`src/dram_ctl_pkg.sv`:
```
// Constants and timing counts for the asynchronous DRAM controller.
// Assumes a 100 MHz controller clock; all times are converted to cycles here.
//
// How it works
// - Row on row-strobe fall, column on column-strobe fall
// - Cycle ends both high; honour row precharge
// - Never abort before minimum strobe pulse widths
// - Write-select high throughout gives a read
// - Column strobe within row-to-column delay maximum
// - Output gate low across access window
// - Write data valid by later falling edge
// - Write-select before column strobe: early write (here both fall on one clock edge)
// - Write-select after column strobe: read-modify-write
// - Refresh every row within each 8 ms
// - Row-only refresh visits all 512 rows
// - Column strobe before row strobe uses counter
// - Hidden refresh: column low, row strobe cycled
// - Counter test: column toggled while row low
// - Page mode: row low, column strobe cycled
// - Both strobes high during power-up
// - Wait 200 us, then eight row cycles
// - 18-bit address split into row, column halves
package dram_ctl_pkg;

	localparam int CLK_PERIOD_PS = 10000;

	// Documented times in picoseconds (power-up in us, refresh in ms), then cycles (mins round up)
	localparam int ROW_PRECHARGE_PS   = 80000;
	localparam int ROW_PULSE_PS       = 100000;
	localparam int ROW_TO_COLUMN_PS   = 25000;
	localparam int COLUMN_PULSE_PS    = 25000;
	localparam int ACCESS_ROW_PS      = 100000;
	localparam int REFRESH_COL_SETUP_PS = 10000;
	localparam int REFRESH_COL_HOLD_PS  = 30000;
	localparam int COLUMN_PRECHARGE_PS  = 15000;
	localparam int OUTPUT_GATE_OFF_PS   = 25000;
	localparam int POWERUP_WAIT_US    = 200;
	localparam int REFRESH_PERIOD_MS  = 8;

	localparam int RP_CYC   = (ROW_PRECHARGE_PS + CLK_PERIOD_PS - 1) / CLK_PERIOD_PS;
	localparam int RAS_CYC  = (ROW_PULSE_PS + CLK_PERIOD_PS - 1) / CLK_PERIOD_PS;
	localparam int RCD_CYC  = (ROW_TO_COLUMN_PS + CLK_PERIOD_PS - 1) / CLK_PERIOD_PS;
	localparam int CAS_CYC  = (COLUMN_PULSE_PS + CLK_PERIOD_PS - 1) / CLK_PERIOD_PS;
	localparam int RAC_CYC  = (ACCESS_ROW_PS + CLK_PERIOD_PS - 1) / CLK_PERIOD_PS;
	localparam int CSR_CYC  = (REFRESH_COL_SETUP_PS + CLK_PERIOD_PS - 1) / CLK_PERIOD_PS;
	localparam int CHR_CYC  = (REFRESH_COL_HOLD_PS + CLK_PERIOD_PS - 1) / CLK_PERIOD_PS;
	localparam int CPN_CYC  = (COLUMN_PRECHARGE_PS + CLK_PERIOD_PS - 1) / CLK_PERIOD_PS;
	localparam int OEZ_CYC  = (OUTPUT_GATE_OFF_PS + CLK_PERIOD_PS - 1) / CLK_PERIOD_PS;
	localparam int POWERUP_CYC = POWERUP_WAIT_US * 100;
	// 512 refreshes spread over the period: interval rounded down
	localparam int REFRESH_ROWS = 512;
	localparam int REFRESH_INTERVAL_CYC = REFRESH_PERIOD_MS * 100000 / REFRESH_ROWS;

	localparam int INIT_CYCLES = 8;
	localparam int ROW_BITS    = 9;
	localparam int ADDR_BITS   = 18;
	localparam int DATA_BITS   = 4;

	typedef enum logic [3:0] {
		ST_POWERUP  = 4'b0000,
		ST_IDLE     = 4'b0001,
		ST_ROW      = 4'b0011,
		ST_COL      = 4'b0010,
		ST_HOLD     = 4'b0110,
		ST_PRECHG   = 4'b0111,
		ST_CBR_SET  = 4'b0101,
		ST_CBR_ROW  = 4'b0100,
		ST_PAGE_PRE = 4'b1100
	} state_e;

endpackage

```
`src/pin_sync.sv`:
```
// Two-flop synchroniser for the shared data pins.
// Assumes the pins are asynchronous to ref_clk.
`timescale 1ns/1ps
`default_nettype none
module pin_sync #(
	parameter int WIDTH = 4
) (
	input  wire logic             ref_clk,
	input  wire logic             rst,
	input  wire logic [WIDTH-1:0] async_in,
	output logic      [WIDTH-1:0] sync_out
);
	logic [WIDTH-1:0] meta_q;

	always_ff @(posedge ref_clk) begin
		if (rst) begin
			meta_q   <= '0;
			sync_out <= '0;
		end else begin
			meta_q   <= async_in;
			sync_out <= meta_q;
		end
	end
endmodule
`default_nettype wire

```
`src/refresh_timer.sv`:
```
// Refresh request timer: one request per row interval, sticky until taken.
// Assumes the controller pulses take_i when it starts a refresh.
`timescale 1ns/1ps
`default_nettype none
module refresh_timer #(
	parameter int INTERVAL = dram_ctl_pkg::REFRESH_INTERVAL_CYC
) (
	input  wire logic ref_clk,
	input  wire logic rst,
	input  wire logic run_i,
	input  wire logic take_i,
	output logic      req_o
);
	logic [15:0] cnt_q;

	initial begin
		if (INTERVAL < 2 || INTERVAL > 65535) $error("refresh_timer: bad interval");
	end

	always_ff @(posedge ref_clk) begin
		if (rst) begin
			cnt_q <= '0;
			req_o <= 1'b0;
		end else if (run_i) begin
			// New tick wins over a take in the same cycle
			if (cnt_q == 16'(INTERVAL - 1)) begin
				cnt_q <= '0;
				req_o <= 1'b1;
			end else begin
				cnt_q <= cnt_q + 16'h0001;
				if (take_i) req_o <= 1'b0;
			end
		end
	end
endmodule
`default_nettype wire

```
`src/dram_ctl.sv`:
```
// Controller for a 256K x 4 asynchronous DRAM, driving its pins directly.
// Assumes ref_clk at 100 MHz and a DRAM meeting the documented timing.
`timescale 1ns/1ps
`default_nettype none
module dram_ctl #(
	parameter int POWERUP_CYCLES = dram_ctl_pkg::POWERUP_CYC,
	parameter int REFRESH_INTERVAL = dram_ctl_pkg::REFRESH_INTERVAL_CYC
) (
	input  wire logic        ref_clk,
	input  wire logic        rst,
	// User request side
	input  wire logic        req_valid,
	input  wire logic        req_write,
	input  wire logic        req_rmw,
	input  wire logic        req_page,
	input  wire logic        req_cbr_test,
	input  wire logic [17:0] req_addr,
	input  wire logic [3:0]  req_wdata,
	output logic             req_ready,
	output logic             rsp_valid,
	output logic [3:0]       rsp_rdata,
	output logic             init_done,
	// DRAM pins
	output logic             row_strobe_n,
	output logic             column_strobe_n,
	output logic             write_select_n,
	output logic             output_gate_n,
	output logic [8:0]       multiplexed_address,
	input  wire logic [3:0]  data_in,
	output logic [3:0]       data_out,
	output logic             data_oe
);
	initial begin
		if (POWERUP_CYCLES < 1 || POWERUP_CYCLES > 65535) $error("dram_ctl: bad power-up count");
	end

	// ----------------------------------------
	// State
	// ----------------------------------------
	typedef struct packed {
		dram_ctl_pkg::state_e st;
		logic [15:0] cnt;
		logic [3:0]  inits;
		logic        write;
		logic        rmw;
		logic        page;
		logic        test;
		logic        refresh;
		logic [8:0]  row;
		logic [8:0]  col;
		logic [3:0]  wdata;
		logic        ras_n;
		logic        cas_n;
		logic        we_n;
		logic        oe_n;
		logic [8:0]  addr;
		logic [3:0]  dout;
		logic        doe;
		logic        ready;
		logic        rvalid;
		logic [3:0]  rdata;
		logic        done;
		logic        take;
	} ctl_s;

	ctl_s s_q;
	ctl_s s_d;
	logic [3:0] din_sync;
	logic       ref_req;

	pin_sync #(.WIDTH(4)) u_sync (
		.ref_clk  (ref_clk),
		.rst      (rst),
		.async_in (data_in),
		.sync_out (din_sync)
	);

	refresh_timer #(.INTERVAL(REFRESH_INTERVAL)) u_ref (
		.ref_clk (ref_clk),
		.rst     (rst),
		.run_i   (s_q.done),
		.take_i  (s_q.take),
		.req_o   (ref_req)
	);

	function automatic logic expired(input logic [15:0] c, input int n);
		return c >= 16'(n - 1);
	endfunction

	// ----------------------------------------
	// Next-state logic
	// ----------------------------------------
	always_comb begin
		s_d = s_q;
		s_d.rvalid = 1'b0;
		s_d.take   = 1'b0;
		s_d.cnt    = s_q.cnt + 16'h0001;
		case (s_q.st)
			dram_ctl_pkg::ST_POWERUP: begin
				// Strobes held high through power-up pause
				if (expired(s_q.cnt, POWERUP_CYCLES)) begin
					s_d.st      = dram_ctl_pkg::ST_PRECHG;
					s_d.cnt     = '0;
					s_d.refresh = 1'b1;
					s_d.inits   = 4'h0;
				end
			end
			dram_ctl_pkg::ST_IDLE: begin
				s_d.cnt = '0;
				if (ref_req || !s_q.done) begin
					// Column-before-row refresh, counter supplies the row
					s_d.refresh = 1'b1;
					s_d.take    = 1'b1;
					s_d.ready   = 1'b0;
					s_d.cas_n   = 1'b0;
					s_d.st      = dram_ctl_pkg::ST_CBR_SET;
				end else if (req_valid) begin
					// Split word address into row and column halves
					s_d.row     = req_addr[17:9];
					s_d.col     = req_addr[8:0];
					s_d.write   = req_write;
					s_d.rmw     = req_rmw;
					s_d.page    = req_page;
					s_d.test    = req_cbr_test;
					s_d.wdata   = req_wdata;
					s_d.ready   = 1'b0;
					s_d.refresh = 1'b0;
					if (req_cbr_test) begin
						s_d.cas_n = 1'b0;
						s_d.st    = dram_ctl_pkg::ST_CBR_SET;
					end else begin
						s_d.addr = req_addr[17:9];
						s_d.st   = dram_ctl_pkg::ST_ROW;
					end
				end
			end
			dram_ctl_pkg::ST_CBR_SET: begin
				// One spare cycle of set-up covers strobe skew at the pins
				if (expired(s_q.cnt, dram_ctl_pkg::CSR_CYC + 1)) begin
					s_d.ras_n = 1'b0;
					s_d.cnt   = '0;
					s_d.st    = dram_ctl_pkg::ST_CBR_ROW;
				end
			end
			dram_ctl_pkg::ST_CBR_ROW: begin
				if (s_q.test && expired(s_q.cnt, dram_ctl_pkg::CHR_CYC)) begin
					// Counter test: column strobe up then down with row held
					if (!s_q.cas_n) begin
						s_d.cas_n = 1'b1;
						s_d.cnt   = '0;
						s_d.addr  = s_q.col;
					end else if (expired(s_q.cnt, dram_ctl_pkg::CPN_CYC + 4)) begin
						s_d.cnt   = '0;
						s_d.st    = dram_ctl_pkg::ST_COL;
						s_d.cas_n = 1'b0;
						s_d.we_n  = !s_q.write;
						s_d.oe_n  = s_q.write;
						s_d.dout  = s_q.wdata;
						s_d.doe   = s_q.write;
					end
				end else if (!s_q.test && expired(s_q.cnt, dram_ctl_pkg::RAS_CYC)) begin
					// Row strobe held its full minimum
					s_d.ras_n = 1'b1;
					s_d.cas_n = 1'b1;
					s_d.cnt   = '0;
					s_d.st    = dram_ctl_pkg::ST_PRECHG;
				end
			end
			dram_ctl_pkg::ST_ROW: begin
				// Row latched with column strobe high
				if (s_q.ras_n) begin
					s_d.ras_n = 1'b0;
					s_d.cnt   = '0;
				end else if (expired(s_q.cnt, dram_ctl_pkg::RCD_CYC)) begin
					// Column strobe early enough to count access from row
					s_d.addr = s_q.col;
					s_d.st   = dram_ctl_pkg::ST_PAGE_PRE;
					s_d.cnt  = '0;
				end
			end
			dram_ctl_pkg::ST_PAGE_PRE: begin
				// Column address set up one cycle before its strobe falls
				s_d.cas_n = 1'b0;
				s_d.cnt   = '0;
				s_d.st    = dram_ctl_pkg::ST_COL;
				// Early write: write-select down on the same edge as the column strobe
				s_d.we_n  = !(s_q.write && !s_q.rmw);
				s_d.dout  = s_q.wdata;
				s_d.doe   = s_q.write && !s_q.rmw;
				// Gate low only when data is wanted
				s_d.oe_n  = s_q.write && !s_q.rmw;
			end
			dram_ctl_pkg::ST_COL: begin
				if (expired(s_q.cnt, dram_ctl_pkg::RAC_CYC)) begin
					if (!s_q.write || s_q.rmw) begin
						// Data sampled after access plus synchroniser
						s_d.rdata  = din_sync;
						s_d.rvalid = 1'b1;
					end
					if (s_q.rmw) begin
						// Release gate before driving the shared pins
						s_d.oe_n = 1'b1;
						s_d.rmw  = 1'b0;
						s_d.cnt  = '0;
						s_d.st   = dram_ctl_pkg::ST_HOLD;
					end else begin
						s_d.cnt = '0;
						s_d.st  = dram_ctl_pkg::ST_PRECHG;
						s_d.page = s_q.page;
						s_d.ras_n = !s_q.page;
						s_d.cas_n = 1'b1;
						s_d.we_n  = 1'b1;
						s_d.oe_n  = 1'b1;
						s_d.doe   = 1'b0;
						s_d.test  = 1'b0;
						// Page mode keeps the row open
						if (s_q.page) begin
							s_d.st    = dram_ctl_pkg::ST_HOLD;
							s_d.ready = 1'b1;
						end
					end
				end
			end
			dram_ctl_pkg::ST_HOLD: begin
				if (!s_q.cas_n) begin
					// Read-modify-write store phase
					if (expired(s_q.cnt, dram_ctl_pkg::OEZ_CYC)) begin
						s_d.dout = s_q.wdata;
						s_d.doe  = 1'b1;
						s_d.we_n = 1'b0;
						// Stays a write so the store phase sends no second response
						s_d.write = 1'b1;
						s_d.cnt  = '0;
						s_d.st   = dram_ctl_pkg::ST_COL;
					end
				end else if (expired(s_q.cnt, dram_ctl_pkg::CPN_CYC)) begin
					// Open page: next column in the same row; a same-row counter test waits, else close
					if (req_valid && req_addr[17:9] == s_q.row && !req_cbr_test && !ref_req) begin
						s_d.col   = req_addr[8:0];
						s_d.addr  = req_addr[8:0];
						s_d.write = req_write;
						s_d.rmw   = req_rmw;
						s_d.page  = req_page;
						s_d.wdata = req_wdata;
						s_d.ready = 1'b0;
						s_d.st    = dram_ctl_pkg::ST_PAGE_PRE;
					end else if (!req_valid || ref_req || req_addr[17:9] != s_q.row) begin
						s_d.ras_n = 1'b1;
						s_d.ready = 1'b0;
						s_d.cnt   = '0;
						s_d.st    = dram_ctl_pkg::ST_PRECHG;
					end
				end
			end
			dram_ctl_pkg::ST_PRECHG: begin
				// Both strobes high; new cycle only after precharge
				s_d.ras_n = 1'b1;
				s_d.cas_n = 1'b1;
				s_d.doe   = 1'b0;
				if (expired(s_q.cnt, dram_ctl_pkg::RP_CYC)) begin
					s_d.cnt = '0;
					if (!s_q.done && s_q.inits != 4'(dram_ctl_pkg::INIT_CYCLES)) begin
						// Initialization: row strobe cycles
						s_d.inits = s_q.inits + 4'h1;
						s_d.cas_n = 1'b0;
						s_d.st    = dram_ctl_pkg::ST_CBR_SET;
					end else begin
						s_d.done  = 1'b1;
						s_d.ready = 1'b1;
						s_d.st    = dram_ctl_pkg::ST_IDLE;
					end
				end
			end
			default: begin
				s_d.st = dram_ctl_pkg::ST_PRECHG;
			end
		endcase
		s_d.ready = s_d.ready && (s_d.st == dram_ctl_pkg::ST_IDLE
			|| s_d.st == dram_ctl_pkg::ST_HOLD);
	end

	always_ff @(posedge ref_clk) begin
		if (rst) begin
			s_q       <= '0;
			s_q.st    <= dram_ctl_pkg::ST_POWERUP;
			s_q.ras_n <= 1'b1;
			s_q.cas_n <= 1'b1;
			s_q.we_n  <= 1'b1;
			s_q.oe_n  <= 1'b1;
		end else begin
			s_q <= s_d;
		end
	end

	// ----------------------------------------
	// Outputs
	// ----------------------------------------
	assign row_strobe_n        = s_q.ras_n;
	assign column_strobe_n     = s_q.cas_n;
	assign write_select_n      = s_q.we_n;
	assign output_gate_n       = s_q.oe_n;
	assign multiplexed_address = s_q.addr;
	assign data_out            = s_q.dout;
	assign data_oe             = s_q.doe;
	assign req_ready           = s_q.ready;
	assign rsp_valid           = s_q.rvalid;
	assign rsp_rdata           = s_q.rdata;
	assign init_done           = s_q.done;

	// ----------------------------------------
	// Checks
	// ----------------------------------------
	a_strobes_powerup: assert property (@(posedge ref_clk) disable iff (rst)
		s_q.st == dram_ctl_pkg::ST_POWERUP |-> row_strobe_n && column_strobe_n)
		else $error("strobe low during power-up");
	a_precharge_min: assert property (@(posedge ref_clk) disable iff (rst)
		$rose(row_strobe_n) |-> row_strobe_n [*8])
		else $error("row precharge too short");
	a_row_pulse_min: assert property (@(posedge ref_clk) disable iff (rst)
		$fell(row_strobe_n) |-> !row_strobe_n [*3])
		else $error("row strobe pulse too short");
	a_no_bus_fight: assert property (@(posedge ref_clk) disable iff (rst)
		data_oe |-> output_gate_n)
		else $error("driving pins while gate low");
	a_early_write: assert property (@(posedge ref_clk) disable iff (rst)
		$fell(column_strobe_n) && data_oe |-> !write_select_n)
		else $error("write data without early write-select");
	a_col_after_row: assert property (@(posedge ref_clk) disable iff (rst)
		$fell(column_strobe_n) && !$past(row_strobe_n) && !s_q.test |-> !row_strobe_n)
		else $error("column strobe fell with row high");
	a_read_resp: assert property (@(posedge ref_clk) disable iff (rst)
		rsp_valid |-> !output_gate_n || $past(!output_gate_n))
		else $error("read response without gate");
	a_cbr_setup: assert property (@(posedge ref_clk) disable iff (rst)
		$fell(row_strobe_n) && $past(!column_strobe_n) |-> $past(!column_strobe_n, 2))
		else $error("refresh column setup short");
endmodule
`default_nettype wire

```
`config.mk`:
```
export PLATFORM = sky130hd
export DESIGN_NAME = dram_ctl
export DESIGN_NICKNAME = d
export VERILOG_FILES = /design/src/dram_ctl_pkg.sv /design/src/pin_sync.sv /design/src/refresh_timer.sv /design/src/dram_ctl.sv
export SDC_FILE = /design/constraint.sdc
export NUM_CORES = 1
export LEC_CHECK = 0
export ABC_AREA = 1
export CAP_MARGIN = 5
export CORE_MARGIN = 2
export CORE_UTILIZATION = 40
export CTS_CLUSTER_DIAMETER = 30
export CTS_CLUSTER_SIZE = 24
export DETAILED_ROUTE_END_ITERATION = 10
export DONT_BUFFER_PORTS = 1
export PLACE_DENSITY_LB_ADDON = 0.15
export SYNTH_ARGS = -nofsm -noshare
export SYNTH_HDL_FRONTEND = slang
export SYNTH_SLANG_ARGS = --single-unit
```
`constraint.sdc`:
```
create_clock -name ref_clk -period 2 [get_ports ref_clk]
set_input_delay 0.3 -clock ref_clk [delete_from_list [all_inputs] [get_ports ref_clk]]
set_output_delay 0.3 -clock ref_clk [all_outputs]
set_load 0.05 [all_outputs]
```
## After elaboration in Yosys (flattened, before gate mapping)

Cells that the tools add are included.

- Register bits: 101
- Bits in latches: 0
- RAM bits: 0
- Bits in read-only memories: 0
- Input bits: 33
- Output and inout port bits: 25
- Logic and storage cells: 240
- Memories: 0

- Add/sub/neg operators: 3
- $mul: 0
- Divide/modulo/power cells: 0
- Order comparisons: 6
- Eq/ne operators: 44
- Shift-type cells: 0
- Multiplexer cells: 101
- Bitwise operators: 5
- Reduce and logical (&&, ||, !) cells: 55

Operators with widths:

| operator | count |
|---|---|
| two-way mux 20 bit | 11 |
| one-hot mux 16 bit (8 select lines) | 1 |
| two-way mux 9 bit | 9 |
| two-way mux 16 bit | 5 |
| two-way mux 24 bit | 2 |
| != test 2 bit (second input constant) | 24 |
| one-hot mux 4 bit (9 select lines) | 1 |
| one-hot mux 9 bit (4 select lines) | 1 |
| adder 16 x 1 -> 16 bit (second input constant) | 2 |
| >= comparator 16 x 3 -> 1 bit (second input constant) | 2 |
| two-way mux 4 bit | 8 |
| two-way mux 1 bit | 29 |
| two-way mux 14 bit | 2 |
| two-way mux 27 bit | 1 |
| two-way mux 13 bit | 2 |
| one-hot mux 13 bit (2 select lines) | 1 |
| two-way mux 5 bit | 5 |
| AND reduction 6 bit | 4 |
| two-way mux 3 bit | 7 |
| equality test 4 x 3 -> 1 bit (second input constant) | 5 |
| != test 3 bit (second input constant) | 6 |
| equality test 16 x 11 -> 1 bit (second input constant) | 1 |
| >= comparator 16 x 1 -> 1 bit (second input constant) | 1 |
| >= comparator 16 x 15 -> 1 bit (second input constant) | 1 |
| 39 further kinds | 83 |

## Longest topological paths before layout

Gate-level depths: netlist (run 1).

- Depth after elaboration: 11
- Depth in mapped cells: 16
- Mapped depth without buffers: 16

## By module

Synthesis (run 1) repeated with hierarchy kept, for this count alone.

- Cells, all modules: 944
- Area, all modules: 5,972.0 um^2

Modules (own cells, without submodules):

| module | instances | cells each | area an instance (um^2) | sequential area each (um^2) |
|---|---|---|---|---|
| dram_ctl | 1 | 776 | 4,749.6 | 1,521.5 |
| refresh_timer | 1 | 143 | 991.0 | 340.3 |
| pin_sync | 1 | 25 | 231.5 | 160.2 |

## Worst setup path before layout (run 1)

Ideal clock, no wire load.

- Path kind: reg-to-reg
- Start point: register s_q, in the netlist init_done
- End point: register s_q, in the netlist multiplexed_address[0]
- Setup time: 0.132 ns
- Arrival: 1.784 ns
- Data required time: 1.868 ns
- Slack: 0.083 ns
- Stages on the path, launching flop included: 11
- Path buffers: 2
- Period minus slack after synthesis: 1.917 ns
- Path through: dfxtp_1 -> buf_2 -> nand2_1 -> o21ai_1 -> nand2_1 -> nor2_1 -> o211a_1 -> buf_6 -> nand3_4 -> nand2_1 -> a21oi_1

- Cells in the longest elaborated chain, start to end: 4

RTL lines:

| what | RTL line | text |
|---|---|---|
| start: declaration | dram_ctl.sv:66 | `ctl_s s_q;` |
| logical NOT 1 bit | dram_ctl.sv:110 | `if (ref_req \|\| !s_q.done) begin` |
| logical OR 1 bit | dram_ctl.sv:110 |  |
| != test 2 bit (no source line) | -- |  |
| AND reduction 11 bit (no source line) | -- |  |

Every way passes these cells.
A chain may end at the register's enable or synchronous reset.

## Worst setup path after layout (run 1)

- Start point: register s_q[57] (netlist name)
- End point: register s_q[71] (netlist name)

- Cells in the longest elaborated chain, start to end: 6
- Elaborated cells on any way between the ends: 25
- Those cells by class: add/sub: 1; order compare: 6; mux: 16; reduce/logical: 2

RTL lines:

| what | RTL line | text |
|---|---|---|
| adder 16 x 1 -> 16 bit | dram_ctl.sv:97 | `s_d.cnt = s_q.cnt + 16'h0001;` |
| two-way mux 20 bit | dram_ctl.sv:247 | `end else if (!req_valid \|\| ref_req \|\| req_addr[17:9] != s_q.row) begin` |
| two-way mux 16 bit | dram_ctl.sv:238 | `if (req_valid && req_addr[17:9] == s_q.row && !req_cbr_test && !ref_req) begin` |
| two-way mux 20 bit | dram_ctl.sv:236 | `end else if (expired(s_q.cnt, dram_ctl_pkg::CPN_CYC)) begin` |
| two-way mux 20 bit | dram_ctl.sv:225 | `if (!s_q.cas_n) begin` |
| one-hot mux 16 bit (8 select lines) (*) | dram_ctl.sv:98 | `case (s_q.st)` |

Mark *: on every way between the ends. The rest lies on a longest branch, timed or not. The select of a mux whose other input is x is not followed.

==> metrics.md, run 1 <==
| Metric | Value |
|---|---|
| Worst reg2reg path depth | `14` |
| WL per Instance | `about 15 um` |
| Crit share post-route | `0.940` |
| Crit start category | `flip-flop` |
| Port bufs | `0` |
| Yosys Warn Count | `0` |
| Antenna violations before repair | `0` |
| Ports | `between 50 and 60` |
| Fin. Hold Viols | `0` |
| Setup crit end kind | `flip-flop` |
| Final WS setup | `approximately 120 ps` |
| FF-to-FF Start | `s_q[57]` |
| Syn avg cell area | `6.63 um^2` |
| Req. time, crit path | `between 2000 and 2500 ps` |
| Largest net degree at the start of global routing | `55` |
| Routed wire length | `about 16000 um` |
| R2r setup slk | `120 ps` |
| Cell area after synthesis | `5650 um^2` |
| Worst Hold Class | `in -> reg` |
| P_leak | `3.01 nW` |
| Layout area overhead | `17.9%` |
| Initial core utilization | `0.408` |
| PwrDens | `580 nW/um^2` |
| H-tree Lvls | `3` |
| Cells after synthesis | `852` |
| Max Slew Vio Count | `0` |
| Root Buffer Master | `clkbuf_16` |
| Core Rows | `43` |
| Fmax | `0.532 GHz` |
| Maximum clock insertion buffer count | `2` |
| Share of layout cells above drive strength 1 | `0.185` |
| Max-Cap Viols | `0` |
| Worst-margin pin slew | `568 ps` |
| First-pass GRT wire length | `25200 um` |
| Cts-stage hold buffer count | `0` |
| Vias in the first global route | `5175` |
| Tmin final | `1880 ps` |
| Critical path class | `reg -> reg` |
| Grt ovf | `0` |
| Die area | `15100 um^2` |
| Total GRT Usage | `0.216` |
| Ant diodes | `0` |
| DRC viols | `0` |
| Hpwl dp | `roughly 12000 um` |
| Pre-CTS WS | `-113 ps` |
| Drt pass-1 iters | `5` |
| Clk sink count | `101` |
| Setup violators final | `0` |
| CP arrival | `2130 ps` |
| Max FO, Critical Path | `5` |
| Synth unique cells | `47` |
| Fill cells | `between 1000 and 1500` |
| FF-to-FF End | `s_q[71]` |
| Post-DR vias/cell | `5.08` |
| CTS tree | `yes` |
| RSZ-0062 raised after global routing | `true` |
| Clk pin slew, worst setup/hold paths | `70 ps` |
| Via count | `5446` |
| Flop and latch count out of synthesis | `101` |
| Nets | `929` |
| Clk_skew | `6.45 ps` |
| DRT antenna net count | `0` |
| Post-synthesis sequential area ratio | `0.358` |
| Hold_ws | `28.0 ps` |
| Final Wtd Congestion | `0.959` |
| Height of the chip | `123 um` |
| Clock latency on the worst-skew pair | `350 ps` |
| Setup crit start | `s_q[57]` |
| VDD IR max | `roughly 0.41 mV` |
| Outcome | `finished, final reports clean` |
| Placeable Area | `13800 um^2` |
| Total CTS buffers | `9` |
| Worst Setup EP | `s_q[71]` |
| Die W | `123 um` |
| Slew margin rel. | `0.621` |
| Hold path start | `rst` |
| Syn_nets | `~900` |
| DRT iter0 DRCs | `469` |
==> critical path: stages, from the launching register on <==
cell and delay [ps]:
dfxtp_4 390, inv_4 40, ha_2 160, nor2_1 80
and2_4 150, nand3_4 110, nand2_4 110, inv_2 50
nand3_2 50, o21ai_2 60, nor2_2 140, nand3_4 130
clkbuf_16 190, nand3_1 60, inv_1 40
==> worst min path at each step <==
| stage | end | slack, ps | depth (start not counted) |
|---|---|---|---|
| finish | s_q[76] | 30 | 1 |
| global placement | s_q[76] | 390 | 1 |
| global route | s_q[73] | 5 | 1 |
| detailed placement | multiplexed_address[0] | 390 | 1 |
| floorplan | u_sync.sync_out[0] | 390 | 2 |
| CTS | init_done | 10 | 1 |
==> per-layer routing <==
metal / track usage / wire length [um] / up-vias
met3: 0.0576 / 990 / 32
met1: 0.268 / 6970 / 2466
met2: 0.358 / 7470 / 146
met4: 0.0790 / 482 / 0
li1: - / - / 2802
met5: 0 / 0 / -
==> cells in the mapped netlist, drive strengths merged <==
library cell	instances	area share
nand2	179	0.12
buf	29	0.037
xnor2	3	0.0047
o31ai	1	0.0013
o21bai	2	0.0027
o22ai	4	0.0044
nor4	4	0.0044
a211oi	4	0.0053
nand3b	1	0.0020
nor3b	1	0.0013
nor2	114	0.084
nand3	64	0.062
xor2	7	0.011
o21a	1	0.0013
inv	139	0.093
o21ai	49	0.043
a22oi	10	0.013
a31oi	2	0.0022
nor3	18	0.016
nand4	22	0.028
o2111a	1	0.0020
a32oi	1	0.0016
dfxtp	101	0.36
ha	8	0.018
and2	1	0.0011
o211ai	2	0.0027
clkbuf	9	0.0060
o221a	1	0.0020
or2	1	0.0011
o221ai	1	0.0016
a21oi	71	0.063
o211a	1	0.0018
==> layout by cell type (no fill, tap or decap), types with 2 or more instances in the layout <==
master	Yosys	final
o22ai_1	4	4
nor2_1	105	90
nand2_1	172	159
ha_1	8	6
nand2_4	2	4
o21ai_1	5	5
nor3_1	18	16
clkinv_2	0	2
nand3_1	59	54
o21ai_2	0	3
nand3_2	4	5
nand4_1	20	20
a21oi_2	0	3
nor2_4	2	7
clkbuf_16	0	10
nor2_2	6	17
nand3_4	1	5
dfxtp_4	0	2
clkinv_4	0	2
nor4_1	4	4
a211oi_1	4	4
inv_2	8	10
a31oi_1	2	2
dfxtp_2	0	2
nor3_2	0	2
nand2_2	5	16
o211ai_1	2	2
o21ai_0	44	41
xnor2_1	3	3
inv_1	130	126
buf_12	0	2
a21oi_1	71	68
a22oi_1	10	10
dfxtp_1	101	97
o21bai_1	2	2
xor2_1	7	7
buf_4	21	59
==> power breakdown <==
group	internal, mW	switching (mW)
logic	0.0751	0.125
registers	2.02	0.0105
clock network	0.843	0.783
==> logic make-up after synthesis <==
kind of cell / share of synthesized area
and+or+nand+nor: 0.324
buffers and inverters: 0.136
xor gates and xnor gates: 0.0155
AOI/OAI and AO/OA: 0.148
DFF: 0.358
adders and majority gates: 0.0177
==> sequential cells by signal (all words and copies together) (netlist names), 4 cells and up <==
signal	count
data_out	4
u_sync.sync_out	4
u_ref.cnt_q	16
rsp_rdata	4
u_sync.meta_q	4
s_q	51
multiplexed_address	9
==> cell type report <==
class / instances / area [um^2] / area share
multi-input cells: 575 / 3090 / 0.464
clock buffers: 10 / 229 / 0.0344
clock inverters: 5 / 36.3 / 0.00545
repair buffers: 62 / 508 / 0.0763
flip-flops and latches: 101 / 2030 / 0.305
well taps: 180 / 225 / 0.0338
inverters: 139 / 536 / 0.0805
==> per-stage QoR <==
step           area, um^2  utilization  setup TNS, ps  total power [mW]  std cells
2_1_floorplan        5650            -              0              2.22        852
3_3_place_gp         6090        0.441          -6.83              2.25       1052
3_5_place_dp         6090        0.441           -718              2.26       1052
4_1_cts              6370        0.461              0              3.89       1067
5_1_grt              6660        0.481          -44.8              4.01       1072
6_report             6660        0.481              0              3.86       1072
==> timing repair <==
item,4_1_cts,5_1_grt
setup buffers,0,3
pin swaps,0,17
gates resized for setup,4,68
cloned,0,2
setup endpoints to repair,20,60
endpoints found under the hold margin,0,0
(Power assumes the default switching activity.)
==> inputs of run 2 (changes only) <==
Settings changed: CORE_MARGIN 2 to 3.
Clock period 2 ns to 1.7 ns, I/O delays scaled along.
==> metrics.md, run 2 (synthesized netlist as in run 1, its figures left out) <==
| Metric | Value |
|---|---|
| Outcome | `finished, violations left` |
| Failing checks | `negative setup slack` |
| P_leak | `3.67 nW (+22%)` |
| Reg with most FFs | `s_q` |
| Setup crit end kind | `flip-flop` |
| Net Switching | `1.20 mW (+31%)` |
| Clk pin slew, worst setup/hold paths | `70 ps (about the same)` |
| Max Slew Vio Count | `0 (unchanged)` |
| Via count | `5982 (+9.8%)` |
| Clock Power Share | `0.422 (about the same)` |
| H-tree Lvls | `3 (unchanged)` |
| Crit start category | `flip-flop` |
| Setup TNS Final | `-5670 ps (-5670 ps)` |
| Drt pass-1 iters | `5 (unchanged)` |
| Placed Area | `6710 um^2 (+10%)` |
| VDD IR max | `0.484 mV (+19%)` |
| Fmax | `0.534 GHz (+0.39%)` |
| Critical path class | `reg -> reg` |
| Switching share of total power | `0.251 (+0.0134)` |
| Core Rows | `42 (-2.3%)` |
| Max FO, Critical Path | `7 (+2)` |
| FF-to-FF Start | `s_q[58]` |
| Layout area overhead | `47.3%` |
| Antenna violations before repair | `0 (unchanged)` |
| Max incr delay on CP | `370 ps (-20 ps)` |
| FF-to-FF End | `s_q[57]` |
| Power, Total | `4.78 mW (+24%)` |
| Fin. Hold Viols | `0 (unchanged)` |
| Final Wtd Congestion | `0.965 (+0.57%)` |
| Fin area | `8320 um^2 (+25%)` |
| Final Util | `0.616 (+0.134)` |
| Ant diodes | `0 (unchanged)` |
| Commonest non-fill, non-tap cell in the layout | `buf_4` |
| Die area | `15600 um^2 (+3.3%)` |
| CP arrival | `2120 ps (about the same)` |
| Req. time, crit path | `1950 ps (-300 ps)` |
| DRC viols | `0 (unchanged)` |
| Total GRT Usage | `0.221 (+0.00525)` |
| RSZ-0062 raised after global routing | `true` |
| WL per Instance | `15.5 um (+4.6%)` |
| Ports | `58 (unchanged)` |
| DRT antenna net count | `0 (unchanged)` |
| Die W | `125 um (+1.6%)` |
| Maximum clock insertion buffer count | `2 (unchanged)` |
| Pre-CTS WS | `-322 ps (-209 ps)` |
| Root Buffer Master | `clkbuf_16` |
| Placeable Area | `13500 um^2 (-2.3%)` |
| Total CTS buffers | `9 (unchanged)` |
| Routed wire length | `18200 um (+15%)` |
| PwrDens | `574 nW/um^2 (-0.94%)` |
| Internal power | `3.57 mW (+22%)` |
| Hold_ws | `10.4 ps (-17.6 ps)` |
| Worst Hold Class | `in -> reg` |
| Post-Layout Cell Count | `1175 (+9.6%)` |
| Tmin final | `1870 ps (-7.23 ps)` |
| Hold path depth | `2 (+1)` |
| Vias in the first global route | `5692 (+10%)` |
| Max-Cap Viols | `0 (unchanged)` |
| Post-DR vias/cell | `5.09 (+0.21%)` |
| Height of the chip | `125 um (+1.6%)` |
| Clk sink count | `101 (unchanged)` |
| Slowest-stage cell, CP | `dfxtp_4` |
| Combinational share of power | `0.079 (+0.027)` |
| Slew margin rel. | `0.628 (+0.00699)` |
| Worst path cell trace | `buf_6 > ha_4 > nor2_1 > and2_4 > nand3_4 > nand2_4 > inv_2 > nand3_2 > o21ai_2 > nor2_4 > nand3_4 > nand2_4 > nor2_1` |
| Hold path start | `data_in[3]` |
| Clk_skew | `6.27 ps (-0.180 ps)` |
| Fill cells | `1205 (-13%)` |
| CTS tree | `yes` |
| DRT iter0 DRCs | `402 (-14%)` |
| Worst reg2reg path depth | `13 (-1)` |
| Initial core utilization | `0.418 (+0.00972)` |
| Port bufs | `0 (unchanged)` |
| Largest net degree at the start of global routing | `42 (-24%)` |
| Nets | `1035 (+11%)` |
| Most frequent cells in the layout | `134 x buf_4, 125 x nand2_1, 110 x inv_1` |
| Hpwl dp | `12900 um (+5.5%)` |
| Grt ovf | `0 (unchanged)` |
| Final WS setup | `-172 ps (-293 ps)` |
| Endpoint, Worst Hold | `u_sync.meta_q[3]` |
| Worst-margin pin slew | `557 ps (-10.5 ps)` |
| Seq pwr share | `0.500 (-0.027)` |
| First-pass GRT wire length | `28400 um (+13%)` |
| Clock latency on the worst-skew pair | `350 ps (about the same)` |
| Max FFs per register | `51 (unchanged)` |
| Setup violators final | `57 (+57)` |
| Share of layout cells above drive strength 1 | `0.420 (+0.235)` |
| DP Cell Count | `1128 (+7.2%)` |
| Crit share post-route | `1.10 (+0.162)` |
| R2r setup slk | `-170 ps (-290 ps)` |
==> run 2: critical path, delay by kind of cell (launching register included) <==
| kind | cells | cell delay [ps] |
|---|---|---|
| flops | 1 | 370 |
| fa+ha+maj | 1 | 140 |
| compound gates | 1 | 80 |
| simple gates | 9 | 1010 |
| buf+inv | 2 | 160 |
==> run 2: worst max path at each step <==
stage                     startpoint         to  slack, ps  depth (start not counted)
after detailed placement     s_q[58]  req_ready       -320                         16
after floorplan              s_q[58]    s_q[29]         -2                         14
after global placement       s_q[75]  req_ready       -250                         11
after CTS                    s_q[58]  req_ready       -120                         16
after global routing         s_q[58]  req_ready       -280                         16
final                        s_q[58]    s_q[57]       -170                         13
==> run 2: power groups by stage <==
stage	Sequential, mW	Clock (mW)	Combinational [mW]
after floorplan	2.44	0	0.170
after global placement	2.44	0	0.252
after detailed placement	2.44	0	0.255
after CTS	2.39	2.06	0.320
after global routing	2.39	2.17	0.411
final	2.39	2.01	0.376
==> run 2: layout make-up <==
class | instances | area (um^2) | share of cell area
clock buffers | 10 | 239 | 0.0287
clock inverters | 6 | 46.3 | 0.00557
well taps | 176 | 220 | 0.0265
inverters | 139 | 541 | 0.0650
multi-input cells | 578 | 3830 | 0.461
repair inverters | 1 | 8.76 | 0.00105
repair buffers | 164 | 1360 | 0.164
flip-flops and latches | 101 | 2070 | 0.248
==> run 2: what timing repair did <==
item                                    4_1_cts  5_1_grt
hold buffers                                  2        0
endpoints found under the setup margin       65       70
setup buffers                                 8       15
pin swaps                                    51       62
cloned                                        4        2
gates resized for setup                     149      149
hold endpoints to repair                     41        0
==> run 2: per-layer routing <==
layer | up-vias | wire length, um | track usage
met5 | - | 0 | 0
met4 | 0 | 398 | 0.0670
met3 | 31 | 691 | 0.0382
met2 | 124 | 8870 | 0.374
met1 | 2794 | 8280 | 0.289
li1 | 3033 | - | -
